**config.mk**
```make
export PLATFORM = sky130hd
export DESIGN_NAME = cfc_mode_ctrl
export DESIGN_NICKNAME = d
export VERILOG_FILES = /design/src/common/cfc_pkg.sv /design/src/hw/cfc_mode_ctrl.sv
export SDC_FILE = /design/constraint.sdc
export NUM_CORES = 1
export LEC_CHECK = 0
export BUFFER_PORTS_ARGS = -buffer_cell sky130_fd_sc_hd__buf_2
export CORE_ASPECT_RATIO = 1.2
export CORE_MARGIN = 2
export CORE_UTILIZATION = 47
export CTS_CLUSTER_SIZE = 14
export DETAILED_ROUTE_END_ITERATION = 8
export PLACE_DENSITY = 0.83
export SLEW_MARGIN = 5
export SYNTH_ARGS = -nofsm -noshare
export SYNTH_HDL_FRONTEND = slang
export SYNTH_SLANG_ARGS = --single-unit
```
**constraint.sdc**
```tcl
create_clock -name CLK -period 2.5 [get_ports CLK]
set_input_delay 0.25 -clock CLK [delete_from_list [all_inputs] [get_ports CLK]]
set_output_delay 0.25 -clock CLK [all_outputs]
set_load 0.01 [all_outputs]
```
**src/common/cfc_pkg.sv**
```systemverilog
// Shared constants, types and register layout for CAN FD mode control.
package cfc_pkg;

  // Operating mode codes used by the requested and current mode fields.
  localparam logic [2:0] MODE_NORMAL_FD = 3'h0;
  localparam logic [2:0] MODE_SLEEP     = 3'h1;
  localparam logic [2:0] MODE_INT_LOOP  = 3'h2;
  localparam logic [2:0] MODE_LISTEN    = 3'h3;
  localparam logic [2:0] MODE_CONFIG    = 3'h4;
  localparam logic [2:0] MODE_EXT_LOOP  = 3'h5;
  localparam logic [2:0] MODE_NORMAL_20 = 3'h6;
  localparam logic [2:0] MODE_RESTRICT  = 3'h7;

  // Register byte addresses.
  localparam logic [7:0] ADDR_CAN_CTRL = 8'h00;
  localparam logic [7:0] ADDR_OSC      = 8'h04;
  localparam logic [7:0] ADDR_PIN      = 8'h08;

  // Field positions inside the register words.
  localparam int CTL_REQ_LSB = 0;
  localparam int CTL_CUR_LSB = 4;
  localparam int CTL_CFG_LSB = 8;
  localparam int OSC_DIS_BIT = 2;
  localparam int PIN_IN_LSB  = 9;

  // Configuration-only control bits, packed as they sit in bits 15:8.
  typedef struct packed {
    logic       serr_lom;
    logic       esi_gw;
    logic       retx_limit;
    logic [1:0] wake_filter_time;
    logic       wake_en;
    logic       pxe_dis;
    logic       iso_crc;
  } cfc_can_cfg_s;

  typedef struct packed {
    logic       sof_en;
    logic [1:0] clock_output_divider;
    logic       system_clock_divide;
    logic       rsvd;
    logic       oscillator_disable;
    logic       deep_power_down_mode;
    logic       pll;
  } cfc_osc_s;

  typedef struct packed {
    logic       irq_od;
    logic       tx_od;
    logic       stby_en;
    logic [1:0] mode;
    logic [1:0] lat;
    logic [1:0] dir;
  } cfc_pin_s;

  // Reset values.
  localparam logic [2:0]   REQ_MODE_RST = MODE_CONFIG;
  localparam cfc_can_cfg_s CAN_CFG_RST  = 8'h01;
  localparam cfc_osc_s     OSC_RST      = 8'h00;
  localparam cfc_pin_s     PIN_RST      = 9'h033;

  // Timing.
  localparam int         CLK_PERIOD_NS      = 40;
  localparam int         WAKE_FILT_BASE_NS  = 320;
  localparam logic [7:0] WAKE_FILT_BASE_CYC =
    8'((WAKE_FILT_BASE_NS + CLK_PERIOD_NS - 1) / CLK_PERIOD_NS);
  localparam logic [3:0] INTEG_BITS         = 4'hb;

  typedef enum logic [1:0] {ST_CFG, ST_INTEG, ST_ON, ST_SLEEP} cfc_state_e;

  // Controls handed to the protocol engine.
  typedef struct packed {
    logic tx_enable;
    logic ack_enable;
    logic err_flag_enable;
    logic err_count_enable;
    logic wait_idle_on_err;
    logic no_ack_required;
    logic bus_on;
    logic iso_crc;
    logic pxe_enable;
    logic hard_sync;
    logic retx_limit;
    logic esi_recessive;
    logic fd_disable;
  } cfc_pe_ctl_s;

  // Status and events from the protocol engine.
  typedef struct packed {
    logic tx_bit;
    logic tx_is_ack;
    logic bus_idle;
    logic bit_tick;
    logic sof;
    logic sys_err;
    logic pxe_evt;
    logic err_passive;
  } cfc_pe_evt_s;

  function automatic logic is_loop(input logic [2:0] m);
    return (m == MODE_INT_LOOP) || (m == MODE_EXT_LOOP);
  endfunction

  function automatic logic is_debug(input logic [2:0] m);
    return is_loop(m) || (m == MODE_LISTEN) || (m == MODE_RESTRICT);
  endfunction

endpackage

```
**src/hw/cfc_mode_ctrl.sv**
```systemverilog
// CAN FD mode sequencing, configuration registers and pin control.
`timescale 1ns/1ps
`default_nettype none

module cfc_mode_ctrl
  import cfc_pkg::*;
(
  input  wire logic        CLK,
  input  wire logic        RST_N,
  input  wire logic [7:0]  ADDR,
  input  wire logic [31:0] WDATA,
  input  wire logic        WR,
  input  wire logic        RD,
  output logic      [31:0] RDATA,
  input  wire cfc_pe_evt_s PE_EVT,
  output cfc_pe_ctl_s      PE_CTL,
  output logic             PE_RX,
  input  wire logic        BUS_RX,
  output logic             BUS_TX_O,
  output logic             BUS_TX_OE_N,
  output logic             CLKOUT_O,
  input  wire logic [1:0]  MP_I,
  output logic      [1:0]  MP_O,
  output logic      [1:0]  MP_OE_N,
  input  wire logic [1:0]  IRQ_REQ,
  output logic             PLL_EN,
  output logic             SYS_CLK_DIV,
  output logic             OSC_DISABLE,
  output logic             WAKE
);

  cfc_state_e   state_q;
  logic [2:0]   cur_q;
  logic [2:0]   req_q;
  logic [3:0]   integ_cnt_q;
  cfc_can_cfg_s cfg_q;
  cfc_osc_s     osc_q;
  cfc_pin_s     pin_q;
  logic         tx_q;
  logic         rx_q;
  logic         rx_prev_q;
  logic [7:0]   wcnt_q;
  logic         wake_q;
  logic [4:0]   clk_cnt_q;
  logic         clk_tgl_q;
  logic         clock_output_pin_q;
  logic [31:0]  rdata_q;

  logic         cfg_ok;
  logic         wr_ctl;
  logic         wr_osc;
  logic         wr_pin;
  logic         enter_sleep;
  logic         exit_sleep;
  logic         pe_abort;
  logic         wake_evt;
  logic         rx_int;
  logic [7:0]   wake_thr;
  logic [4:0]   clk_half;

  assign cfg_ok = (state_q == ST_CFG);
  assign wr_ctl = WR && (ADDR == ADDR_CAN_CTRL);
  assign wr_osc = WR && (ADDR == ADDR_OSC);
  assign wr_pin = WR && (ADDR == ADDR_PIN);

  // An engine event in the same cycle outranks a sleep request, so the
  // oscillator flag and the pin wipe never run ahead of the sequencer.
  assign pe_abort    = (state_q == ST_ON) &&
                       (PE_EVT.sys_err || (PE_EVT.pxe_evt && !cfg_q.pxe_dis));
  assign enter_sleep = PE_EVT.bus_idle && (req_q == MODE_SLEEP) &&
                       ((state_q == ST_CFG) || (state_q == ST_ON)) &&
                       !pe_abort;

  // Loopback feeds the engine its own transmit bit and blinds it to the pin.
  assign rx_int = is_loop(cur_q) ? PE_EVT.tx_bit : BUS_RX;

  // Longer filter settings double the low time needed to count as a wake.
  assign wake_thr = 8'(WAKE_FILT_BASE_CYC << cfg_q.wake_filter_time);
  assign wake_evt = (state_q == ST_SLEEP) &&
                    (cfg_q.wake_en ? (!BUS_RX && wcnt_q == wake_thr - 8'h01)
                                   : (rx_prev_q && !BUS_RX));
  assign exit_sleep = (state_q == ST_SLEEP) && (wake_evt || !osc_q.oscillator_disable);

  // Mode sequencer.
  always_ff @(posedge CLK)
  begin
    if (!RST_N)
    begin
      state_q     <= ST_CFG;
      cur_q       <= MODE_CONFIG;
      integ_cnt_q <= 4'h0;
    end
    else
    begin
      unique case (state_q)
        ST_CFG:
        begin
          if (enter_sleep)
            state_q <= ST_SLEEP;
          else if (PE_EVT.bus_idle && req_q != MODE_CONFIG)
          begin
            cur_q       <= req_q;
            state_q     <= ST_INTEG;
            integ_cnt_q <= 4'h0;
          end
        end
        ST_INTEG:
        begin
          if (req_q == MODE_CONFIG)
          begin
            state_q <= ST_CFG;
            cur_q   <= MODE_CONFIG;
          end
          else if (PE_EVT.bit_tick)
          begin
            if (!rx_int)
              integ_cnt_q <= 4'h0;
            else if (integ_cnt_q == INTEG_BITS - 4'h1)
              state_q <= ST_ON;
            else
              integ_cnt_q <= integ_cnt_q + 4'h1;
          end
        end
        ST_ON:
        begin
          if (PE_EVT.sys_err)
            cur_q <= cfg_q.serr_lom ? MODE_LISTEN : MODE_RESTRICT;
          else if (PE_EVT.pxe_evt && !cfg_q.pxe_dis)
          begin
            // Counters untouched; recessive until the bus is rejoined.
            state_q     <= ST_INTEG;
            integ_cnt_q <= 4'h0;
          end
          else if (enter_sleep)
          begin
            state_q <= ST_SLEEP;
            cur_q   <= MODE_CONFIG;
          end
          else if (PE_EVT.bus_idle && req_q == MODE_CONFIG)
          begin
            state_q <= ST_CFG;
            cur_q   <= MODE_CONFIG;
          end
          // Any other differing request is held off until configuration.
        end
        ST_SLEEP:
        begin
          if (exit_sleep)
            state_q <= ST_CFG;
        end
      endcase
    end
  end

  // Control register; config-only bits are frozen outside configuration.
  always_ff @(posedge CLK)
  begin
    if (!RST_N)
    begin
      req_q <= REQ_MODE_RST;
      cfg_q <= CAN_CFG_RST;
    end
    else
    begin
      if (exit_sleep)
        req_q <= MODE_CONFIG;
      else if (wr_ctl)
        req_q <= WDATA[CTL_REQ_LSB +: 3];
      if (wr_ctl && cfg_ok)
        cfg_q <= cfc_can_cfg_s'(WDATA[CTL_CFG_LSB +: 8]);
    end
  end

  // Oscillator register. Hardware set of the disable flag beats a clear.
  always_ff @(posedge CLK)
  begin
    if (!RST_N)
      osc_q <= OSC_RST;
    else
    begin
      if (wr_osc && cfg_ok)
      begin
        osc_q.pll     <= WDATA[0];
        osc_q.deep_power_down_mode     <= WDATA[1];
        osc_q.system_clock_divide <= WDATA[4];
        osc_q.clock_output_divider <= WDATA[6:5];
        osc_q.sof_en  <= WDATA[7];
      end
      osc_q.rsvd <= 1'b0;
      if (enter_sleep)
        osc_q.oscillator_disable <= 1'b1;
      else if (wr_osc && !WDATA[OSC_DIS_BIT])
        osc_q.oscillator_disable <= 1'b0;
    end
  end

  // Pin register, wiped on entry to deep power-down.
  always_ff @(posedge CLK)
  begin
    if (!RST_N || (enter_sleep && osc_q.deep_power_down_mode))
      pin_q <= PIN_RST;
    else if (wr_pin)
      pin_q <= cfc_pin_s'(WDATA[8:0]);
  end

  // Bus transmit value; anything but an active mode stays recessive.
  always_ff @(posedge CLK)
  begin
    if (!RST_N)
      tx_q <= 1'b1;
    else if (state_q != ST_ON)
      tx_q <= 1'b1;
    else if (cur_q == MODE_LISTEN || cur_q == MODE_INT_LOOP)
      tx_q <= 1'b1;
    else if (cur_q == MODE_RESTRICT)
      tx_q <= PE_EVT.tx_is_ack ? PE_EVT.tx_bit : 1'b1;
    else
      tx_q <= PE_EVT.tx_bit;
  end

  // Open-drain only ever pulls low; recessive releases the pin.
  assign BUS_TX_O    = pin_q.tx_od ? 1'b0 : tx_q;
  assign BUS_TX_OE_N = pin_q.tx_od ? tx_q : 1'b0;

  // Receive path and wake detection.
  always_ff @(posedge CLK)
  begin
    if (!RST_N)
    begin
      rx_q      <= 1'b1;
      rx_prev_q <= 1'b1;
      wcnt_q    <= 8'h00;
      wake_q    <= 1'b0;
    end
    else
    begin
      rx_q      <= rx_int;
      rx_prev_q <= BUS_RX;
      wake_q    <= wake_evt;
      if (state_q != ST_SLEEP || BUS_RX)
        wcnt_q <= 8'h00;
      else if (wcnt_q != wake_thr)
        wcnt_q <= wcnt_q + 8'h01;
    end
  end

  // Clock output: half period is 2^(divider) cycles, doubled by system_clock div.
  // The fastest output is half the input clock since it comes from a flop.
  assign clk_half = 5'(5'h01 << ({1'b0, osc_q.clock_output_divider} +
                                 {2'b00, osc_q.system_clock_divide}));

  always_ff @(posedge CLK)
  begin
    if (!RST_N)
    begin
      clk_cnt_q <= 5'h00;
      clk_tgl_q <= 1'b0;
      clock_output_pin_q    <= 1'b0;
    end
    else
    begin
      if (clk_cnt_q >= clk_half - 5'h01)
      begin
        clk_cnt_q <= 5'h00;
        clk_tgl_q <= !clk_tgl_q;
      end
      else
        clk_cnt_q <= clk_cnt_q + 5'h01;
      clock_output_pin_q <= osc_q.sof_en ? PE_EVT.sof : clk_tgl_q;
    end
  end

  assign CLKOUT_O    = clock_output_pin_q;
  assign PLL_EN      = osc_q.pll;
  assign SYS_CLK_DIV = osc_q.system_clock_divide;
  assign OSC_DISABLE = osc_q.oscillator_disable;
  assign WAKE        = wake_q;
  assign PE_RX       = rx_q;

  // Multipurpose pins: mode bit 1 is general I/O, direction bit 1 is input.
  for (genvar i = 0; i < 2; i++)
  begin : g_pin
    logic o_q;
    logic oe_n_q;

    always_ff @(posedge CLK)
    begin
      if (!RST_N)
      begin
        o_q    <= 1'b1;
        oe_n_q <= 1'b1;
      end
      else if (i == 0 && pin_q.stby_en)
      begin
        o_q    <= (state_q == ST_SLEEP);
        oe_n_q <= 1'b0;
      end
      else if (pin_q.mode[i])
      begin
        o_q    <= pin_q.lat[i];
        oe_n_q <= pin_q.dir[i];
      end
      else if (pin_q.irq_od)
      begin
        o_q    <= 1'b0;
        oe_n_q <= !IRQ_REQ[i];
      end
      else
      begin
        o_q    <= !IRQ_REQ[i];
        oe_n_q <= 1'b0;
      end
    end

    assign MP_O[i]    = o_q;
    assign MP_OE_N[i] = oe_n_q;
  end

  // Protocol engine controls.
  always_comb
  begin
    PE_CTL                  = '0;
    PE_CTL.bus_on           = (state_q == ST_ON);
    PE_CTL.tx_enable        = PE_CTL.bus_on && cur_q != MODE_LISTEN &&
                              cur_q != MODE_RESTRICT;
    PE_CTL.ack_enable       = cur_q != MODE_LISTEN;
    PE_CTL.err_flag_enable  = cur_q != MODE_LISTEN &&
                              cur_q != MODE_RESTRICT;
    PE_CTL.err_count_enable = PE_CTL.err_flag_enable;
    PE_CTL.wait_idle_on_err = cur_q == MODE_RESTRICT;
    PE_CTL.no_ack_required  = is_loop(cur_q);
    PE_CTL.iso_crc          = cfg_q.iso_crc;
    PE_CTL.pxe_enable       = !cfg_q.pxe_dis;
    PE_CTL.hard_sync        = (state_q == ST_INTEG);
    PE_CTL.retx_limit       = cfg_q.retx_limit;
    PE_CTL.esi_recessive    = PE_EVT.err_passive || cfg_q.esi_gw;
    PE_CTL.fd_disable       = cur_q == MODE_NORMAL_20;
  end

  // Read port: data stand in the cycle after the strobe; unmapped reads 0.
  always_ff @(posedge CLK)
  begin
    if (!RST_N)
      rdata_q <= 32'h0000_0000;
    else if (RD)
    begin
      if (ADDR == ADDR_CAN_CTRL)
        rdata_q <= {16'h0000, cfg_q, 1'b0, cur_q, 1'b0, req_q};
      else if (ADDR == ADDR_OSC)
        rdata_q <= {24'h00_0000, osc_q};
      else if (ADDR == ADDR_PIN)
        rdata_q <= {21'h00_0000, MP_I, pin_q};
      else
        rdata_q <= 32'h0000_0000;
    end
    else
      rdata_q <= 32'h0000_0000;
  end

  assign RDATA = rdata_q;
endmodule

`default_nettype wire

```
[Word-level counts from Yosys, hierarchy flattened]
Index checks and enable logic that the tools add are counted.
Word-level totals
  bits in registers: 92
  input port bits: 57
  output and inout bits: 57
  word-level logic and storage cells: 190
Operators by class
  add/sub/neg operators: 6
  magnitude comparators: 1
  equal/unequal tests: 36
  shift operators: 2
  mux-type cells: 52
  bitwise logic cells: 2
  reduce and logical (&&, ||, !) cells: 52
Operators with widths (count)
  4-bit 2-to-1 mux: 8
  3-bit 2-to-1 mux: 8
  11-bit 2-to-1 mux: 2
  2-bit 2-to-1 mux: 11
  1-bit logical AND: 21
  1-bit 2-to-1 mux: 19
  16-bit 2-to-1 mux: 1
  2-bit != test (second input constant): 7
  3-bit == test (second input constant): 4
  3-bit != test (second input constant): 4
  4-bit one-hot mux with 3 select lines: 1
  1-bit zero test: 9
  3-bit by 1-bit != test with 1-bit output (second input constant): 3
  3-bit one-hot mux with 3 select lines: 1
  8-bit by 1-bit adder with 8-bit output (second input constant): 1
  8-bit by 3-bit == test with 1-bit output (second input constant): 1
  8-bit by 4-bit == test with 1-bit output (second input constant): 1
  8-bit == test: 1
  8-bit zero test: 1
  1-bit logical OR: 8
  8-bit != test: 1
  2-bit one-hot mux with 4 select lines: 1
  8-bit AND reduction: 1
  4-bit by 2-bit << shifter with 8-bit output (first input constant): 1
  26 further kinds: 35

[Longest topological paths before layout]
  depth in word-level cells: 10
  depth in mapped cells: 13
  depth with buffers taken out: 13

[Worst setup path before layout]
Ideal clock, no wire load.
  path type: register to register
  from: register osc_q, in the netlist SYS_CLK_DIV
  to: register clk_cnt_q[2]
  setup time: 64 ps
  data arrival time: 2414 ps
  data required time: 2436 ps
  slack: 22 ps
  stages on the path, launching flop included: 13
  buffers on the path: 0
  period minus slack after synthesis: 2478 ps
  path through: dfxtp_1 > ha_1 > nand3_1 > o21ai_0 > nand2b_1 > ha_1 > nor4b_1 > a21oi_1 > ha_1 > a21oi_1 > o21ai_0 > or2_2 > nor2_1
On the way
  word-level cells in the longest chain between the ends: 5
RTL lines
  start: declaration: line cfc_mode_ctrl.sv:37  | cfc_osc_s osc_q;
  2-bit by 1-bit adder with 3-bit output: line cfc_mode_ctrl.sv:249  | assign clk_half = 5'(5'h01 << ({1'b0, osc_q.clock_output_divider} +
  1-bit by 3-bit << shifter with 5-bit output: line cfc_mode_ctrl.sv:249
  5-bit by 1-bit subtractor with 5-bit output: line cfc_mode_ctrl.sv:262  | if (clk_cnt_q >= clk_half - 5'h01)
  5-bit >= comparator: line cfc_mode_ctrl.sv:262
  2-bit OR reduction (no line)
  end signal: assignment: line cfc_mode_ctrl.sv:268  | clk_cnt_q <= clk_cnt_q + 5'h01;
  end: declaration: line cfc_mode_ctrl.sv:44  | logic [4:0] clk_cnt_q;
No other way between the ends.
A chain may end at the register's enable or synchronous reset.

[Worst setup path after layout]
  from: register osc_q[5] (netlist bit)
  to: register clk_tgl_q
On the way
  word-level cells in the longest chain between the ends: 4
RTL lines
  2-bit by 1-bit adder with 3-bit output: line cfc_mode_ctrl.sv:249
  1-bit by 3-bit << shifter with 5-bit output: line cfc_mode_ctrl.sv:249
  5-bit by 1-bit subtractor with 5-bit output: line cfc_mode_ctrl.sv:262
  5-bit >= comparator: line cfc_mode_ctrl.sv:262
  end signal: assignment: line cfc_mode_ctrl.sv:265  | clk_tgl_q <= !clk_tgl_q;
  end: declaration: line cfc_mode_ctrl.sv:45  | logic clk_tgl_q;
No other way between the ends.

==> summary.log <==
INFO  logic_synthesis synth_flop_cell=sky130_fd_sc_hd__dfxtp_1
INFO  floorplan      floorplan.die.width=86.7um
INFO  logic_synthesis synth.ff_latch_count=75
INFO  power          power.static_leakage=1.91nW
INFO  logic_synthesis synth_seq_area_share=38.9%
INFO  clock_network  cts_buffers=9
INFO  logic_synthesis asyncSetResetFlopFracSynth=0%
INFO  clock_network  clock-sinks=75
INFO  critical_path  path_class=reg -> reg
INFO  timing         timing.slew.headroom=60.2%
INFO  finish         layout.area.seq=0.00151mm2
INFO  critical_path  critical-path-slowest-cell=sky130_fd_sc_hd__dfxtp_4
INFO  critical_path  biggest_cell_delay_along_the_critical_path=380ps
INFO  global_routing grt_pass1_wl=14400um
INFO  worst_hold_path worstHoldPathType=in -> reg
INFO  timing         timing_worst_slew_pin_value=589ps
INFO  critical_path  critical_path.n_buffers_inverters=2
INFO  placed_design  io_buffer_count=81
INFO  floorplan      coreArea=0.00806mm2
INFO  floorplan      io_pins=114
INFO  power          worst_ir_drop_vdd=0.283mV
INFO  global_routing grt.total_usage=20.4%
INFO  logic_synthesis cell_area_after_synthesis=0.00386mm2
INFO  finish         layout_common_cells=81 x sky130_fd_sc_hd__buf_2, 72 x sky130_fd_sc_hd__dfxtp_1, 55 x sky130_fd_sc_hd__nand2_1, 49 x sky130_fd_sc_hd__nor2_1, 29 x sky130_fd_sc_hd__a21oi_1
INFO  logic_synthesis synth_compound_gate_area_share=13.7%
INFO  floorplan      initial_utilization=47.9%
INFO  detailed_routing via_per_inst=5.32
INFO  placed_design  place.detailed.hpwl=6630um
INFO  detailed_routing dr_total_vias=3408
INFO  clock_network  htree_num_levels=3
INFO  clock_network  master_cell_of_the_clock_root_buffer=sky130_fd_sc_hd__clkbuf_8
INFO  logic_synthesis distinct_cells_synth=56
INFO  finish         area_growth_syn_to_fin=17.6%
INFO  logic_synthesis synth_enable_flop_cells=0
INFO  global_routing grt-ovfl-total=0
INFO  detailed_routing drt.antenna.violating_nets=0
INFO  detailed_routing drt-wirelength-per-cell=14.2um
INFO  detailed_routing drc_errors=0
INFO  timing         timing.final.max_slew_violations=0
INFO  finish         filler_cell_count=736
INFO  critical_path  capturing_element_type_of_the_critical_path=register
INFO  timing         worst_clock_skew=11.1ps
INFO  clock_network  tritoncts=done
INFO  critical_path  cpLargestDelayFamily=adder cells
INFO  clock_network  clk_pin_slew=90ps
INFO  clock_network  clk_latency=360ps
INFO  critical_path  cp_cell_sequence=ha_4, inv_4, nand3_4, o21ai_4, nand2b_1, ha_2, nor4b_2, a21oi_1, ha_1, a21oi_2, o21ai_2, buf_4, xnor2_2, nor2_1
INFO  logic_synthesis synth-simple-area-share=23.7%
INFO  critical_path  biggest_fanout_along_the_worst_timing_path=4
INFO  flow_run       drv.max_cap_violation_count=0
INFO  floorplan      rows=36
INFO  placed_design  number_of_cells_after_detailed_placement=624
INFO  finish         final_common_cell=sky130_fd_sc_hd__buf_2
INFO  logic_synthesis syn-instance-count=464
INFO  timing         final-hold-violation-count=0
INFO  logic_synthesis largest_family_of_logic_cells_by_synthesized_area=simple AND/OR/NAND/NOR gates
INFO  power          report.power.total=2.96mW
INFO  detailed_routing detailedRoute.firstIterationViolations=154
INFO  finish         multiInputGateArea=0.00212mm2
INFO  clock_network  clock_tree.buffer_depth=2
INFO  finish         layout-drive-gt1-share=24.2%
INFO  critical_path  crit_path_start_kind=register
INFO  floorplan      fp.dieArea=0.00896mm2
INFO  finish         finalNetCount=614
INFO  logic_synthesis synth_adder_area_share=5.51%
INFO  placed_design  finalWeightedCongestion=0.909
INFO  detailed_routing drtPass1Iterations=4
INFO  critical_path  critPathRequiredTime=2740ps
INFO  global_routing first_global_vias=3196
INFO  finish         finish.cell_count_without_fillers=641
INFO  timing         totalNegativeSetupSlack=0ps
INFO  clock_network  post_cts_hold_buffer_count=0
INFO  global_routing antenna_found_initial=1
INFO  timing         finalCritPeriodShare=94.1%
INFO  critical_path  arrival=2590ps
INFO  timing         fmax=425MHz
INFO  global_routing maximum_number_of_pins_on_one_net_before_global_route_repair=20
INFO  outcome        run_status=completed
INFO  logic_synthesis ys_warn_count=0
INFO  timing         finalCriticalPeriod=2350ps
INFO  power          pwr_density_cell=653mW/mm2
INFO  logic_synthesis synth_mux_area_share=5.45%
INFO  logic_synthesis syn_avg_cell_area=8.32um2
INFO  detailed_routing wirelength=9100um
INFO  floorplan      die-height=103um
INFO  timing         setup_viol=0
INFO  logic_synthesis post_synthesis_xor_xnor_area_fraction=3.18%
==> final timing paths <==
kind | from | end | slack (ps) | cells after the start
worst max-delay path | osc_q[5] | clk_tgl_q | 150 | 14
worst min-delay path | PE_EVT[7] | tx_q | 120 | 2
worst max register to register | osc_q[5] | clk_tgl_q | 150 | 14
worst min register to register | cfg_q[6] | cfg_q[6] | 470 | 2
==> area by class of cell <==
| cell class | instances | share of cell area, % |
|---|---|---|
| multi-input cells | 341 | 46.7 |
| diodes | 1 | 0.0551 |
| repair buffers | 94 | 11.1 |
| clock buffers | 10 | 3.03 |
| clock inverters | 6 | 1.57 |
| flip-flops and latches | 75 | 33.3 |
| well taps | 95 | 2.62 |
| inverters | 19 | 1.63 |
==> sequential cells by signal, indices dropped and copies added, names as in the netlist <==
name and cells:
state_q 2, wcnt_q 8, tx_q 1, clk_cnt_q 5, PLL_EN 1, clk_tgl_q 1, OSC_DISABLE 1, req_q 3
PE_CTL 2, g_pin.o_q 2, pin_q 9, osc_q 4, rx_prev_q 1, integ_cnt_q 4, SYS_CLK_DIV 1, PE_RX 1
cur_q 3, cfg_q 6, WAKE 1, CLKOUT_O 1, RDATA 16, g_pin.oe_n_q 2
==> per-stage QoR <==
stage	utilization, %	hold slack (ps)	setup slack, ps	area [um2]
after floorplan	-	344	21.7	3920
after global placement	52.6	443	40.1	4240
after detailed placement	52.6	453	-55.9	4240
after CTS	55.5	116	39.2	4480
after global routing	56.3	120	-41.0	4540
final	56.3	123	149	4540
==> cell usage after synthesis, drive strengths merged (8+ instances only) <==
| library cell | number | area share (%) |
|---|---|---|
| dfxtp | 75 | 39 |
| nand2 | 55 | 5.3 |
| nor2 | 49 | 4.8 |
| buf | 32 | 6.5 |
| a21oi | 30 | 3.9 |
| nand3 | 28 | 3.8 |
| o21ai | 24 | 3.1 |
| mux2i | 21 | 5.4 |
| inv | 18 | 1.8 |
| ha | 17 | 5.5 |
| clkbuf | 12 | 1.2 |
| nor3 | 10 | 1.4 |
| and2 | 9 | 1.5 |
| nand2b | 8 | 1.3 |
| xor2 | 8 | 1.8 |
==> report_power, final <==
part,total (mW),internal (mW),switching [mW]
clock,0.983,0.497,0.486
combinational,0.679,0.292,0.387
sequential,1.30,1.24,0.0668
==> cell families after synthesis <==
family / count (synthesis)
XOR/XNOR: 14
buffers and inverters: 63
multiplexers: 21
AND/OR/NAND/NOR: 189
AO/OA/AOI/OAI: 84
adder cells (fa/ha/maj): 17
other: 1
flip-flops: 75
==> metal layers <==
layer	track usage [%]	share of wire [%]	up-vias
met5	0	0	-
met4	10.2	3.0	0
met3	4.92	4.7	26
met2	35.3	51	94
met1	23.5	42	1588
li1	-	-	1700
==> repair_timing <==
action	4_1_cts	5_1_grt
setup endpoints to repair	6	6
gates cloned	0	0
pin swaps	0	5
gates resized for setup	7	16
setup buffers	0	0
(Power assumes the default switching activity.)
